$ cat src/design/uotg_pkg.sv
// Constants for the OTG configuration and event block: register offsets,
// field positions, reset values and timing counts.
// Assumes a 125 MHz system clock and a 32-bit classic Wishbone register bus.
package uotg_pkg;

  // Clock and the one-millisecond base time
  localparam int unsigned CLK_PERIOD_NS = 8;
  localparam int unsigned MS_TIME_NS = 1000000;
  // Exact period, so no rounding is needed either way
  localparam int unsigned MS_CYCLES_DFLT = MS_TIME_NS / CLK_PERIOD_NS;
  localparam int unsigned COUNT_W = 20;

  // Register byte offsets on the bus
  localparam int unsigned ADR_W = 8;
  localparam logic [7:0] OFS_TOKEN = 8'h00;
  localparam logic [7:0] OFS_FRAME = 8'h04;
  localparam logic [7:0] OFS_CFG1 = 8'h08;
  localparam logic [7:0] OFS_CFG2 = 8'h0C;
  localparam logic [7:0] OFS_FLAGS = 8'h10;
  localparam logic [7:0] OFS_ENABLES = 8'h14;
  localparam logic [7:0] OFS_POWER = 8'h18;
  localparam logic [7:0] OFS_LINE = 8'h1C;

  // Token command fields and transaction codes
  localparam int unsigned TOKEN_PID_LSB = 4;
  localparam logic [3:0] PID_SETUP = 4'hD;
  localparam logic [3:0] PID_IN = 4'h9;
  localparam logic [3:0] PID_OUT = 4'h1;

  // Configuration one fields
  localparam int unsigned C1_EYE = 7;
  localparam int unsigned C1_MON = 6;
  localparam int unsigned C1_HALT = 4;
  localparam logic [7:0] C1_MASK = 8'hD0;

  // Configuration two fields
  localparam int unsigned C2_CMPSEL = 5;
  localparam int unsigned C2_PULLUP = 4;
  localparam int unsigned C2_SERIAL = 3;
  localparam int unsigned C2_BOOST = 2;
  localparam int unsigned C2_CMPDIS = 1;
  localparam int unsigned C2_TRDIS = 0;
  localparam logic [7:0] C2_MASK = 8'h3F;

  // Event flag and enable positions
  localparam int unsigned EV_ID = 7;
  localparam int unsigned EV_MS = 6;
  localparam int unsigned EV_LINE = 5;
  localparam int unsigned EV_ACT = 4;
  localparam int unsigned EV_SESV = 3;
  localparam int unsigned EV_SEND = 2;
  localparam int unsigned EV_AVLD = 0;
  localparam logic [7:0] EV_MASK = 8'hFD;

  // Power and live line status fields
  localparam int unsigned PWR_EN = 0;
  localparam int unsigned LINE_J = 7;
  localparam int unsigned LINE_SE0 = 6;

  // Reset values
  localparam logic [7:0] RST_REG = 8'h00;

  // Positions inside the synchronised input vector
  localparam int unsigned SI_ID = 0;
  localparam int unsigned SI_SE0 = 1;
  localparam int unsigned SI_J = 2;
  localparam int unsigned SI_DP = 3;
  localparam int unsigned SI_DM = 4;
  localparam int unsigned SI_CSV = 5;
  localparam int unsigned SI_CSE = 6;
  localparam int unsigned SI_CAV = 7;
  localparam int unsigned SI_X0 = 8;
  localparam int unsigned SI_X1 = 9;
  localparam int unsigned SI_X2 = 10;
  localparam int unsigned SYNC_W = 11;

endpackage : uotg_pkg

$ cat src/design/uotg_cfg_evt.sv
// OTG host token, frame threshold, configuration and OTG event registers.
// Assumes a 125 MHz clk, classic Wishbone master, pin inputs asynchronous,
// and drive_active_i / cpu_idle_i coming from logic on clk.
`timescale 1ns/1ps

// Functional notes
// - Token nibble 1101 is SETUP, 1001 IN, 0001 OUT, all in host mode.
// - Eight-bit frame threshold holds ten plus packet size in bytes.
// - Eye-pattern test runs while its enable bit is set and the module runs.
// - Monitor bit lets the active-low drive indicator show driving intervals.
// - Transceiver disable keeps the drive indicator active regardless.
// - Halt-in-idle stops the module while the processor idles.
// - With comparator off, select picks three-pin or two-pin status form.
// - Pull-up enable switches the bus power pin pull-up on or off.
// - Serial control select chooses serial bus or dedicated pins.
// - Boost disable turns off builder and enables external supply control.
// - Comparator disable takes bus power status from digital inputs.
// - Transceiver disable turns off on-chip transceiver for external one.
// - Flags set by hardware, reset to zero, write one clears.
// - A change on the ID pin sets the ID change flag.
// - Each one-millisecond timer expiry sets the timer flag.
// - Line state stable 1 ms and new sets the line flag.
// - Activity on data lines or bus power sets the activity flag.
// - Each bus power threshold crossing, either way, sets its own flag; in the two-pin form a session valid crossing also sets the A-valid flag.
// - Enables share flag positions, reset zero; bit 1 reads zero.
// - Power enable bit gates event detection, token launch and the run output.
// - Live J and single-ended-zero bits together define line state.
module uotg_cfg_evt
  import uotg_pkg::*;
#(
  parameter int unsigned MS_CYCLES = MS_CYCLES_DFLT
) (
  input wire logic clk,
  input wire logic nrst,
  input wire logic wb_cyc_i,
  input wire logic wb_stb_i,
  input wire logic wb_we_i,
  input wire logic [ADR_W-1:0] wb_adr_i,
  input wire logic [3:0] wb_sel_i,
  input wire logic [31:0] wb_dat_i,
  output logic [31:0] wb_dat_o,
  output logic wb_ack_o,
  input wire logic cpu_idle_i,
  input wire logic drive_active_i,
  input wire logic id_pin_i,
  input wire logic line_se0_i,
  input wire logic line_j_i,
  input wire logic dp_rx_i,
  input wire logic dm_rx_i,
  input wire logic cmp_sess_valid_i,
  input wire logic cmp_sess_end_i,
  input wire logic cmp_a_valid_i,
  input wire logic [2:0] ext_vbus_status_i,
  output logic module_run_o,
  output logic [3:0] token_pid_o,
  output logic [3:0] token_endpoint_number_o,
  output logic token_start_o,
  output logic token_dir_tx_o,
  output logic [7:0] frame_threshold_value_o,
  output logic eye_test_enable_o,
  output logic drive_indicator_n_o,
  output logic bus_power_pullup_enable_o,
  output logic external_module_serial_control_o,
  output logic boost_builder_disable_o,
  output logic ext_supply_control_enable_o,
  output logic bus_power_comparator_disable_o,
  output logic onchip_transceiver_disable_o,
  output logic otg_irq_o
);

  // Elaboration check: the counters must be able to reach the period
  if (MS_CYCLES < 2 || MS_CYCLES >= (1 << COUNT_W)) begin : g_chk
    $error("MS_CYCLES out of range for the millisecond counters");
  end

  localparam logic [COUNT_W-1:0] MS_LAST = COUNT_W'(MS_CYCLES - 1);

  typedef struct packed {
    logic [7:0] token;
    logic [7:0] frame;
    logic [7:0] cfg1;
    logic [7:0] cfg2;
    logic [7:0] flags;
    logic [7:0] enables;
    logic power;
    logic ack;
    logic [31:0] rdata;
    logic [SYNC_W-1:0] sync1;
    logic [SYNC_W-1:0] sync2;
    logic [SYNC_W-1:0] prev;
    logic [COUNT_W-1:0] ms_count;
    logic [COUNT_W-1:0] line_count;
    logic [1:0] line_reported;
    logic token_start;
    logic run;
    logic drive_ind;
    logic irq;
  } uotg_state_s;

  uotg_state_s s_q;
  uotg_state_s s_d;

  logic [SYNC_W-1:0] raw_in;
  logic req;
  logic wr;
  logic active;
  logic [2:0] vbus_now;
  logic [2:0] vbus_old;
  logic [1:0] line_now;
  logic [7:0] ev;
  logic [7:0] clr;
  logic [31:0] rd;

  // Select the bus power status source; the two-pin form lacks an A-side
  // valid line, so session valid stands in for it
  function automatic logic [2:0] vbus_pick(
    input logic [SYNC_W-1:0] v,
    input logic cmp_off,
    input logic three_pin
  );
    logic [2:0] r;
    if (!cmp_off) begin
      r = {v[SI_CAV], v[SI_CSV], v[SI_CSE]};
    end else if (three_pin) begin
      r = {v[SI_X2], v[SI_X1], v[SI_X0]};
    end else begin
      r = {v[SI_X1], v[SI_X1], v[SI_X0]};
    end
    return r;
  endfunction : vbus_pick

  // Raw pin levels gathered for the synchroniser
  assign raw_in = {ext_vbus_status_i, cmp_a_valid_i, cmp_sess_end_i,
                   cmp_sess_valid_i, dm_rx_i, dp_rx_i, line_j_i,
                   line_se0_i, id_pin_i};

  // Bus request decode
  assign req = wb_cyc_i & wb_stb_i;
  assign wr = req & s_q.ack & wb_we_i & wb_sel_i[0];

  // Whole next-state computation
  always_comb begin
    s_d = s_q;
    active = s_q.power & ~(s_q.cfg1[C1_HALT] & cpu_idle_i);
    // Second stage only feeds later logic; first stage read by nothing else
    s_d.sync1 = raw_in;
    s_d.sync2 = s_q.sync1;
    s_d.prev = s_q.sync2;
    vbus_now = vbus_pick(s_q.sync2, s_q.cfg2[C2_CMPDIS],
                         s_q.cfg2[C2_CMPSEL]);
    vbus_old = vbus_pick(s_q.prev, s_q.cfg2[C2_CMPDIS],
                         s_q.cfg2[C2_CMPSEL]);
    line_now = {s_q.sync2[SI_J], s_q.sync2[SI_SE0]};
    ev = 8'h00;

    // Event detection runs only while the module is enabled and awake
    if (active) begin
      ev[EV_ID] = s_q.sync2[SI_ID] ^ s_q.prev[SI_ID];
      // Free-running millisecond timer
      if (s_q.ms_count == MS_LAST) begin
        s_d.ms_count = '0;
        ev[EV_MS] = 1'b1;
      end else begin
        s_d.ms_count = s_q.ms_count + COUNT_W'(1);
      end
      // Line state must hold one full period and differ from last report
      if (line_now != {s_q.prev[SI_J], s_q.prev[SI_SE0]}) begin
        s_d.line_count = '0;
      end else if (s_q.line_count != MS_LAST) begin
        s_d.line_count = s_q.line_count + COUNT_W'(1);
      end else if (line_now != s_q.line_reported) begin
        ev[EV_LINE] = 1'b1;
        s_d.line_reported = line_now;
      end
      ev[EV_ACT] = (s_q.sync2[SI_DP] ^ s_q.prev[SI_DP]) |
                   (s_q.sync2[SI_DM] ^ s_q.prev[SI_DM]) |
                   (vbus_now != vbus_old);
      ev[EV_SESV] = vbus_now[1] ^ vbus_old[1];
      ev[EV_SEND] = vbus_now[0] ^ vbus_old[0];
      ev[EV_AVLD] = vbus_now[2] ^ vbus_old[2];
    end else begin
      s_d.ms_count = '0;
      s_d.line_count = '0;
    end

    // Register writes take effect at the edge where ack is sampled
    clr = 8'h00;
    s_d.token_start = 1'b0;
    if (wr) begin
      unique case (wb_adr_i)
        OFS_TOKEN: begin
          s_d.token = wb_dat_i[7:0];
          // Reserved codes never launch a transaction
          s_d.token_start = s_q.power &
            (wb_dat_i[7:4] == PID_SETUP || wb_dat_i[7:4] == PID_IN ||
             wb_dat_i[7:4] == PID_OUT);
        end
        OFS_FRAME: s_d.frame = wb_dat_i[7:0];
        OFS_CFG1: s_d.cfg1 = wb_dat_i[7:0] & C1_MASK;
        OFS_CFG2: s_d.cfg2 = wb_dat_i[7:0] & C2_MASK;
        OFS_FLAGS: clr = wb_dat_i[7:0];
        OFS_ENABLES: s_d.enables = wb_dat_i[7:0] & EV_MASK;
        OFS_POWER: s_d.power = wb_dat_i[PWR_EN];
        default: clr = 8'h00;
      endcase
    end
    // A set in the same cycle as its clear wins
    s_d.flags = ((s_q.flags & ~clr) | ev) & EV_MASK;

    // Read mux, registered alongside ack
    rd = 32'h0000_0000;
    unique case (wb_adr_i)
      OFS_TOKEN: rd[7:0] = s_q.token;
      OFS_FRAME: rd[7:0] = s_q.frame;
      OFS_CFG1: rd[7:0] = s_q.cfg1;
      OFS_CFG2: rd[7:0] = s_q.cfg2;
      OFS_FLAGS: rd[7:0] = s_q.flags;
      OFS_ENABLES: rd[7:0] = s_q.enables;
      OFS_POWER: rd[PWR_EN] = s_q.power;
      OFS_LINE: rd[LINE_J:LINE_SE0] = line_now;
      default: rd = 32'h0000_0000;
    endcase
    s_d.ack = req & ~s_q.ack;
    if (req & ~s_q.ack) begin
      s_d.rdata = rd;
    end

    // Registered outputs
    s_d.run = active;
    s_d.drive_ind = s_q.cfg2[C2_TRDIS] |
                    (s_q.cfg1[C1_MON] & drive_active_i);
    s_d.irq = |(s_q.flags & s_q.enables);
  end

  // State register
  always_ff @(posedge clk) begin
    if (!nrst) begin
      s_q <= '0;
    end else begin
      s_q <= s_d;
    end
  end

  // Output mapping, all from flip-flops
  assign wb_dat_o = s_q.rdata;
  assign wb_ack_o = s_q.ack;
  assign module_run_o = s_q.run;
  assign token_pid_o = s_q.token[7:TOKEN_PID_LSB];
  assign token_endpoint_number_o = s_q.token[3:0];
  assign token_start_o = s_q.token_start;
  assign token_dir_tx_o = (s_q.token[7:TOKEN_PID_LSB] != PID_IN);
  assign frame_threshold_value_o = s_q.frame;
  assign eye_test_enable_o = s_q.cfg1[C1_EYE] & s_q.run;
  assign drive_indicator_n_o = ~s_q.drive_ind;
  assign bus_power_pullup_enable_o = s_q.cfg2[C2_PULLUP];
  assign external_module_serial_control_o = s_q.cfg2[C2_SERIAL];
  assign boost_builder_disable_o = s_q.cfg2[C2_BOOST];
  assign ext_supply_control_enable_o = s_q.cfg2[C2_BOOST];
  assign bus_power_comparator_disable_o = s_q.cfg2[C2_CMPDIS];
  assign onchip_transceiver_disable_o = s_q.cfg2[C2_TRDIS];
  assign otg_irq_o = s_q.irq;

  // ID edge reaches its flag one cycle after the synchronised change
  id_flag_set_a: assert property (
    @(posedge clk) disable iff (!nrst)
    (s_q.run && s_q.power && (s_q.sync2[SI_ID] != s_q.prev[SI_ID])
     && !(cpu_idle_i && s_q.cfg1[C1_HALT]))
    |=> s_q.flags[EV_ID])
    else $error("ID change did not set its flag");

  // Write one clears a flag unless a new event arrives
  w1c_clear_a: assert property (
    @(posedge clk) disable iff (!nrst)
    (wr && wb_adr_i == OFS_FLAGS && wb_dat_i[EV_SEND] && ev[EV_SEND] == 1'b0)
    |=> !s_q.flags[EV_SEND])
    else $error("Flag not cleared by write one");

  // Set wins over clear in the same cycle
  set_over_clear_a: assert property (
    @(posedge clk) disable iff (!nrst)
    (wr && wb_adr_i == OFS_FLAGS && ev[EV_ACT]) |=> s_q.flags[EV_ACT])
    else $error("Event lost to a simultaneous clear");

  // Unimplemented bit stays zero
  unimpl_zero_a: assert property (
    @(posedge clk) disable iff (!nrst)
    !s_q.flags[1] && !s_q.enables[1])
    else $error("Unimplemented bit 1 became set");

  // Interrupt follows flags and enables one cycle later
  irq_follow_a: assert property (
    @(posedge clk) disable iff (!nrst)
    (|(s_q.flags & s_q.enables)) |=> otg_irq_o)
    else $error("Interrupt missing for an enabled flag");

  // Interrupt drops once no enabled flag remains
  irq_quiet_a: assert property (
    @(posedge clk) disable iff (!nrst)
    !(|(s_q.flags & s_q.enables)) |=> !otg_irq_o)
    else $error("Interrupt raised without an enabled flag");

  // Transceiver disable forces the drive indicator active
  drive_force_a: assert property (
    @(posedge clk) disable iff (!nrst)
    s_q.cfg2[C2_TRDIS] [*2] |-> !drive_indicator_n_o)
    else $error("Drive indicator inactive with transceiver off");

  // Indicator quiet when neither monitor nor transceiver disable is set
  drive_quiet_a: assert property (
    @(posedge clk) disable iff (!nrst)
    (!s_q.cfg1[C1_MON] && !s_q.cfg2[C2_TRDIS]) |=> drive_indicator_n_o)
    else $error("Drive indicator active while monitoring is off");

  // Halt in idle stops the module within one cycle
  idle_halt_a: assert property (
    @(posedge clk) disable iff (!nrst)
    (s_q.cfg1[C1_HALT] && cpu_idle_i) |=> !module_run_o)
    else $error("Module kept running in idle with halt set");

  // Timer expiry at the period boundary sets the flag and restarts the count at zero
  ms_timer_a: assert property (
    @(posedge clk) disable iff (!nrst)
    (active && s_q.ms_count == MS_LAST) |=>
      (s_q.flags[EV_MS] && s_q.ms_count == '0))
    else $error("Millisecond timer expiry missed");

  // Reserved token codes never start a transaction
  token_code_a: assert property (
    @(posedge clk) disable iff (!nrst)
    token_start_o |-> (token_pid_o == PID_SETUP || token_pid_o == PID_IN ||
                       token_pid_o == PID_OUT))
    else $error("Transaction started with a reserved token code");

  // Line flag needs the state held a full period first
  line_stable_a: assert property (
    @(posedge clk) disable iff (!nrst)
    (!s_q.flags[EV_LINE] ##1 s_q.flags[EV_LINE]) |->
      $past(s_q.line_count) == MS_LAST)
    else $error("Line flag set before the state was stable");

  // A disabled or halted module sets no new flag; clears still work
  inactive_hold_a: assert property (
    @(posedge clk) disable iff (!nrst)
    !active |=> ((s_q.flags & ~$past(s_q.flags)) == 8'h00))
    else $error("Flag set while the module was inactive");

  // Unpowered module never reports itself running
  power_off_a: assert property (
    @(posedge clk) disable iff (!nrst)
    !s_q.power |=> !module_run_o)
    else $error("Module running with power enable clear");

  // A token is launched only while the module is powered
  token_power_a: assert property (
    @(posedge clk) disable iff (!nrst)
    token_start_o |-> s_q.power)
    else $error("Token launched while unpowered");

  // Acknowledge is a single-cycle pulse
  ack_pulse_a: assert property (
    @(posedge clk) disable iff (!nrst)
    wb_ack_o |=> !wb_ack_o)
    else $error("Acknowledge held for more than one cycle");

  // Upper read data bits are unimplemented and read zero
  read_upper_a: assert property (
    @(posedge clk) disable iff (!nrst)
    wb_ack_o |-> (wb_dat_o[31:8] == 24'h00_0000))
    else $error("Upper read data bits not zero");

endmodule : uotg_cfg_evt

$ cat config.mk
export PLATFORM = sky130hd
export DESIGN_NAME = uotg_cfg_evt
export DESIGN_NICKNAME = d
export VERILOG_FILES = /design/src/design/uotg_pkg.sv /design/src/design/uotg_cfg_evt.sv
export SDC_FILE = /design/constraint.sdc
export NUM_CORES = 1
export LEC_CHECK = 0
export CORE_UTILIZATION = 55
export CTS_BUF_LIST = sky130_fd_sc_hd__clkbuf_16
export DETAILED_ROUTE_END_ITERATION = 8
export DONT_BUFFER_PORTS = 1
export PLACE_DENSITY = 0.7
export REMOVE_ABC_BUFFERS = 1
export SKIP_LAST_GASP = 1
export SLEW_MARGIN = 15
export SYNTH_ARGS = -nofsm -noshare
export SYNTH_HDL_FRONTEND = slang
export SYNTH_SLANG_ARGS = --single-unit
export TNS_END_PERCENT = 30
$ cat constraint.sdc
create_clock -name clk -period 2.5 [get_ports clk]
set_input_delay 0.75 -clock clk [delete_from_list [all_inputs] [get_ports clk]]
set_output_delay 0.75 -clock clk [all_outputs]
set_load 0.005 [all_outputs]
* After elaboration in Yosys (flattened, before gate mapping)
Index checks and enable logic that the tools add are counted.
** Word-level totals
- Register bits after elaboration :: 129
- Latch bits :: 0
- Memory bits (writable) :: 0
- Memory bits (read-only) :: 0
- Input port bits :: 62
- Word-level logic and storage cells :: 97
- Memories :: 0
** Cells by class
- $add $sub $neg :: 2
- Multipliers :: 0
- Divide/modulo/power cells :: 0
- $lt $le $gt $ge :: 0
- Equality and inequality tests :: 16
- Shift operators :: 0
- Muxes and demuxes :: 15
- Bitwise gates (word level) :: 30
- Reductions and logical operators :: 14
** Operators by type and width (count)
- $add A20 B1 Y20 const B :: 2
- $eq A8 B5 Y1 const B :: 4
- $pmux W5 S6 :: 1
- $eq A20 B17 Y1 const B :: 1
- $ne A20 B17 Y1 const B :: 1
- $and A8 B8 Y8 :: 2
- $eq A8 B4 Y1 const B :: 2
- $mux W8 :: 2
- $mux W3 :: 4
- $pmux W2 S6 :: 1
- $reduce_and A2 Y1 :: 6
- $and A1 B1 Y1 :: 10
- $eq A4 B4 Y1 const B :: 2
- $eq A8 B3 Y1 const B :: 1
- $logic_not A8 Y1 :: 1
- $not A8 Y8 :: 1
- $or A8 B8 Y8 :: 1
- $reduce_or A8 Y1 :: 1
- $not A1 Y1 :: 7
- $mux W6 :: 1
- $pmux W1 S6 :: 1
- $reduce_or A3 Y1 :: 2
- $xor A1 B1 Y1 :: 6
- $mux W1 :: 5
- other kinds (8) :: 12

* Logic depth before layout (Yosys ltp)
Gate-level depths: netlist (run 1).
- Depth after elaboration :: 8
- Depth in mapped cells :: 6
- Mapped depth without buffers :: 5

* Worst setup path after synthesis (run 1)
Ideal clock, no wire load.
- Kind :: input-to-reg
- Start :: in wb_adr_i[2]
- End :: reg s_q (netlist bit token_endpoint_number_o[2])
- Data arrival time :: 2231 ps
- Path slack :: 141 ps
- Stages :: 5
- Cells stage by stage :: clkbuf_1 nor4_1 nand4_1 mux2i_1 nor2_1
** On the way
- Longest elaborated chain between the ends :: 2
** RTL lines
- start: declaration :: line uotg_cfg_evt.sv:38 : input wire logic [ADR_W-1:0] wb_adr_i,
- $logic_not A8 Y1 :: line uotg_cfg_evt.sv:190 : unique case (wb_adr_i)
- $reduce_and A2 Y1 (no source line)
- end signal: assignment :: line uotg_cfg_evt.sv:238 : s_q <= '0;
- end signal: assignment :: line uotg_cfg_evt.sv:240 : s_q <= s_d;
- end: declaration :: line uotg_cfg_evt.sv:100 : uotg_state_s s_q;
Every way passes these cells.
A chain may end at the register's enable or synchronous reset.

* Final worst setup path (run 1)
- Start :: reg s_q[6] (netlist name)
- End :: reg s_q[22] (netlist name)
** On the way
- Longest elaborated chain between the ends :: 1
** RTL lines (line)
- $add A20 B1 Y20 or $ne A20 B17 Y1 (tied branches) :: uotg_cfg_evt.sv:170, uotg_cfg_evt.sv:169
Several ways; a longest one is shown, not always the timed one.

==> results of run 1 <==
synth_stat cells (2+ instances only):
cell	number	area [um^2]
dfxtp_1	128	2562
nor2_1	65	244.0
buf_4	49	367.9
mux2i_1	42	420.4
and2_1	39	244.0
a21oi_1	30	150.1
clkbuf_1	26	97.59
nand2_1	26	97.59
nand3_1	26	130.1
o21ai_0	20	100.1
nand4_1	17	106.4
xnor2_1	16	140.1
xor2_1	16	140.1
inv_1	14	52.55
nor3_1	13	65.06
or3_1	9	56.30
or4_1	9	67.56
and4_1	7	61.31
nor4b_1	6	52.55
a31oi_1	5	31.28
mux2_2	5	56.30
nor4_1	5	31.28
a22o_1	4	35.03
o2111ai_1	4	35.03
o31ai_1	4	30.03
or4b_2	4	40.04
a32o_1	3	30.03
a32oi_1	3	26.28
and3_1	3	18.77
buf_1	3	11.26
nand3b_1	3	22.52
nor2b_1	3	18.77
nor3b_1	3	22.52
o211ai_1	3	22.52
a21o_1	2	15.01
a221o_1	2	20.02
a22oi_1	2	15.01
ha_1	2	25.02
nand4b_1	2	17.52
metal layers:
| metal | vias to the layer above | share of wire, % | routed length, um | GRT usage [%] |
|---|---|---|---|---|
| met1 | 2075 | 45 | 5392 | 29.15 |
| met3 | 20 | 5.7 | 683 | 5.802 |
| met4 | 0 | 1.7 | 208 | 9.054 |
| li1 | 2151 | - | - | - |
| met2 | 150 | 47 | 5612 | 36.19 |
| met5 | - | 0 | 0 | 0 |
cells by family after synthesis:
family                     synth area share (%)
and+or+nand+nor                           23.20
DFF                                       44.03
buffers and inverters                     9.267
AOI/OAI and AO/OA                         9.998
muxes                                     8.192
xor gates and xnor gates                  4.816
adders and majority gates                0.4299
other                                   0.06444
path summary, 6_finish.rpt:
| kind | from | to | slack, ns | cells after the start |
|---|---|---|---|---|
| hold / removal | s_d[58] | line_now[0] | 0.43 | 1 |
| setup / recovery | s_q[6] | s_q[22] | 0.34 | 5 |
| hold reg to reg | s_d[58] | line_now[0] | 0.43 | 1 |
| setup reg to reg | s_q[6] | s_q[22] | 0.34 | 5 |
area by class of cell:
class | instances | share of cell area (%)
inverter | 14 | 0.8370
sequential | 128 | 40.81
clock inverter | 15 | 2.531
clock buffer | 17 | 6.776
multi-input combinational | 441 | 44.66
timing repair buffer | 14 | 1.674
tap | 136 | 2.710
power by group:
part           leakage, uW  switching, uW  internal, uW
combinational      0.00116           48.2          37.6
sequential         0.00104           11.8          2070
clock             0.000283           1060          1340
total              0.00248           1120          3440
sequential cells by signal (all words and copies together) (netlist names), 2 cells and up:
name                     flops
s_q                         73
s_d                         20
frame_threshold_value_o      8
wb_dat_o                     8
token_endpoint_number_o      4
token_pid_o                  4
line_now                     2
through the flow:
step	total power [uW]	setup WS (ns)	std cells	util, %	instance area [um^2]
2_1_floorplan	2188	0.06389	583	-	5419
3_3_place_gp	2205	0.3721	733	55.41	5694
3_5_place_dp	2207	0.3339	733	55.41	5694
4_1_cts	4599	0.3353	765	61.09	6279
5_1_grt	4711	0.1850	765	61.09	6279
6_report	4561	0.3424	765	61.09	6279
==> run metrics, run 1 <==
pwr/cell area=726.5 mW/mm^2; vias in the first global route=4107; Total GRT Usage=22.62%; core area=0.01028 mm^2; GR Overflow Total=0; Worst VDD drop=442.5 uV; Fin. Hold Viols=0; IO Pins=123; total wire length=11.90 mm; register area share after synthesis=44.03%; most common cell after layout, fill and taps aside=dfxtp_1; Routed Antenna Nets=0; Critical Setup Path Class=flip-flop to flip-flop; commonest non-fill, non-tap cells in the layout=dfxtp_1 (128), nor2_1 (65), mux2i_1 (42); Post-CTS Setup Bufs=0; post-DP HPWL=8.223 mm; slew margin rel.=59.82%; Initial DRC Count=303; area occupied by multi-input gates=0.002804 mm^2; area grow syn2layout=7.891%; chip width=104.9 um; P_leak=0.002477 uW; Syn Std Cell Area=0.005819 mm^2; final setup fails=0; total number of yosys warnings=0; Critical Path RT=2.83 ns; Max Clk Rate=0.4635 GHz; worst min-delay path class=flip-flop to flip-flop; Clk pin slew, worst setup/hold paths=0.06 ns; vias per cell=5.746; n_diodes=0; total negative slack=0 ns; Worst Setup Start Kind=flip-flop; outcome=finished clean; Post-Syn Area per Cell=9.093 um^2; CTS sink count=128; FF+latch area=0.002562 mm^2; delay-heaviest family, CP=simple AND/OR/NAND/NOR gates; Rows=37; Critical Path Max Stage Delay=0.67 ns; max-slew violation count=0; Post-synth EDFFs=0; drt wl/cell=15.55 um; Worst path slowest cell=or4_1; via count=4396; root buffer cell=clkbuf_16; die area=0.01100 mm^2; worst-path fanout max=7; Max Root-Sink Buffers=2; share of synthesized flip-flops with an asynchronous set or reset=0%; max_cap viols=0; first-pass GRT wire length=19.84 mm; CP Capture Type=flip-flop; FILL cells=876; post-synthesis register bit count=128; GP Congestion=0.8220; DRC=0; Clk Latency, worst-skew pair=0.41 ns; worst path cell trace=ha_1, nand3_1, or4_1, or3_1, a21oi_1; fin crit share=86.31%; die span in y=104.9 um; worst path bufs/invs=0; final hold slack=0.4321 ns; RSZ-0062 raised after global routing=no; initial antenna violation count=0; CTS tree=done; share of layout cells above drive strength 1=9.380%; DR pass1 iterations=6; Layout Nets=680; cts hold-fix bufs=0; largest net degree at the start of global routing=52; post-route minimum period=2.158 ns; post-CTS sizing=0; input/output buffers=0; synth unique cells=56; H-tree Lvls=4; Least-Margin Pin Slew=0.5943 ns; synthesized instance count=640; Worst Path Arrival=2.49 ns; cts bufs inserted=17; Initial Util=56.62%; clock skew=0.01028 ns; Synth Flop Type=dfxtp_1
Power figures use the tool's default switching activity.
==> run 2, diff against run 1 <==
- CORE_MARGIN: default -> 1
- CTS_BUF_LIST: sky130_fd_sc_hd__clkbuf_16 -> default
==> run 2 against run 1 <==
Compared with the run above: fmax is 0.12% higher; sequential share of layout area is 0.073 points higher; critical endpoint unchanged; worst hold slack got worse by 0.079 ns; die area unchanged; total power shrank 1.2%; register-to-register slack about the same; largest cell class unchanged; cell area down 0.18%; clock power decreased by 2%.
==> run metrics, run 2 (synthesis gave the netlist of run 1 again) <==
Max Clk Rate=0.4640 GHz; Fin. Hold Viols=0; die area=0.01100 mm^2; area grow syn2layout=7.697%; n_diodes=0; crit path from=s_q[6]; Initial Util=56.62%; P_leak=0.002472 uW; DR pass1 iterations=5; cts hold-fix bufs=0; GR Overflow Total=0; share of layout cells above drive strength 1=9.380%; commonest non-fill, non-tap cells in the layout=dfxtp_1 (128), nor2_1 (65), mux2i_1 (42); Setup WS post-layout=0.3449 ns; cts bufs inserted=17; Critical Setup Path Class=flip-flop to flip-flop; Least-Margin Pin Slew=0.6102 ns; root buffer cell=clkbuf_8; vias per cell=5.723; worst hold path startpoint=nrst; Worst Setup Start Kind=flip-flop; worst-path fanout max=7; Layout Nets=680; max reg flops=73; FILL cells=880; CP Capture Type=flip-flop; post-route minimum period=2.155 ns; chip width=104.9 um; Most flops, register=s_q; GP Congestion=0.8220; drt wl/cell=15.48 um; most common cell after layout, fill and taps aside=dfxtp_1; Worst VDD drop=440.0 uV; input/output buffers=0; CTS tree=done; Worst Path Arrival=2.59 ns; initial antenna violation count=0; RSZ-0062 raised after global routing=no; first-pass GRT wire length=19.84 mm; fin crit share=86.20%; CTS sink count=128; Critical Path RT=2.94 ns; IO Pins=123; largest net degree at the start of global routing=52; max-slew violation count=0; post-CTS sizing=0; die span in y=104.9 um; worst min-delay path class=input port to flip-flop; Routed Antenna Nets=0; post-DP HPWL=8.223 mm; final hold slack=0.3532 ns; Initial DRC Count=298; Placed Area=0.005694 mm^2; Clk Latency, worst-skew pair=0.52 ns; slew margin rel.=58.75%; pre-CTS setup slack=0.3339 ns; pwr/cell area=719.1 mW/mm^2; Rows=37; Max Root-Sink Buffers=2; Total GRT Usage=22.66%; Clk pin slew, worst setup/hold paths=0.07 ns; DRC=0; Post-CTS Setup Bufs=0; total negative slack=0 ns; via count=4378; core area=0.01028 mm^2; total wire length=11.84 mm; Final Cell Area=0.006267 mm^2; Reg-to-Reg Start=s_q[6]; clock skew=0.01067 ns; max_cap viols=0; final setup fails=0; vias in the first global route=4107; H-tree Lvls=4; outcome=finished clean
## run 2: cell types whose count changed in the layout (fill, tap and decap cells not counted)
cell / delta
clkbuf_8: +1
clkbuf_16: -1
## run 2: path summary, 6_finish.rpt
kind,to,slack (ns),cells past startpoint
setup / recovery,s_q[22],0.34,5
hold / removal,s_d[67],0.35,1
setup reg to reg,s_q[22],0.34,5
hold reg to reg,s_d[52],0.43,1
## run 2: critical path, cell delays in order (launching register included)
cell and delay (ns):
dfxtp_1 0.39, ha_1 0.30, nand3_1 0.17, or4_1 0.67, or3_1 0.40, a21oi_1 0.15
## run 2: final cells by class
cell class / instances / area, um^2 / area share, %
multi-input combinational: 441 / 2804 / 44.74
sequential: 128 / 2562 / 40.89
clock buffer: 17 / 414.1 / 6.608
tap: 136 / 170.2 / 2.715
clock inverter: 15 / 158.9 / 2.535
timing repair buffer: 14 / 105.1 / 1.677
inverter: 14 / 52.55 / 0.8385
## run 2: power by group
group	internal [uW]	leakage [uW]	switching, uW	total (uW)
Clock	1290	0.000277	1060	2340
Sequential	2060	0.00104	11.8	2080
Combinational	37.6	0.00116	48.1	85.8
Total	3390	0.00247	1120	4510
## run 2: metal layers
layer	GRT usage (%)	part of all wire, %
met3	5.989	5.9
met5	0	0
met4	9.054	1.8
met2	36.19	47
met1	29.15	45
## run 2: stage by stage
step | utilization, % | cells | power (uW)
floorplan | - | 583 | 2188
global placement | 55.41 | 733 | 2205
detailed placement | 55.41 | 733 | 2207
CTS | 60.98 | 765 | 4550
global route | 60.98 | 765 | 4663
finish | 60.98 | 765 | 4507
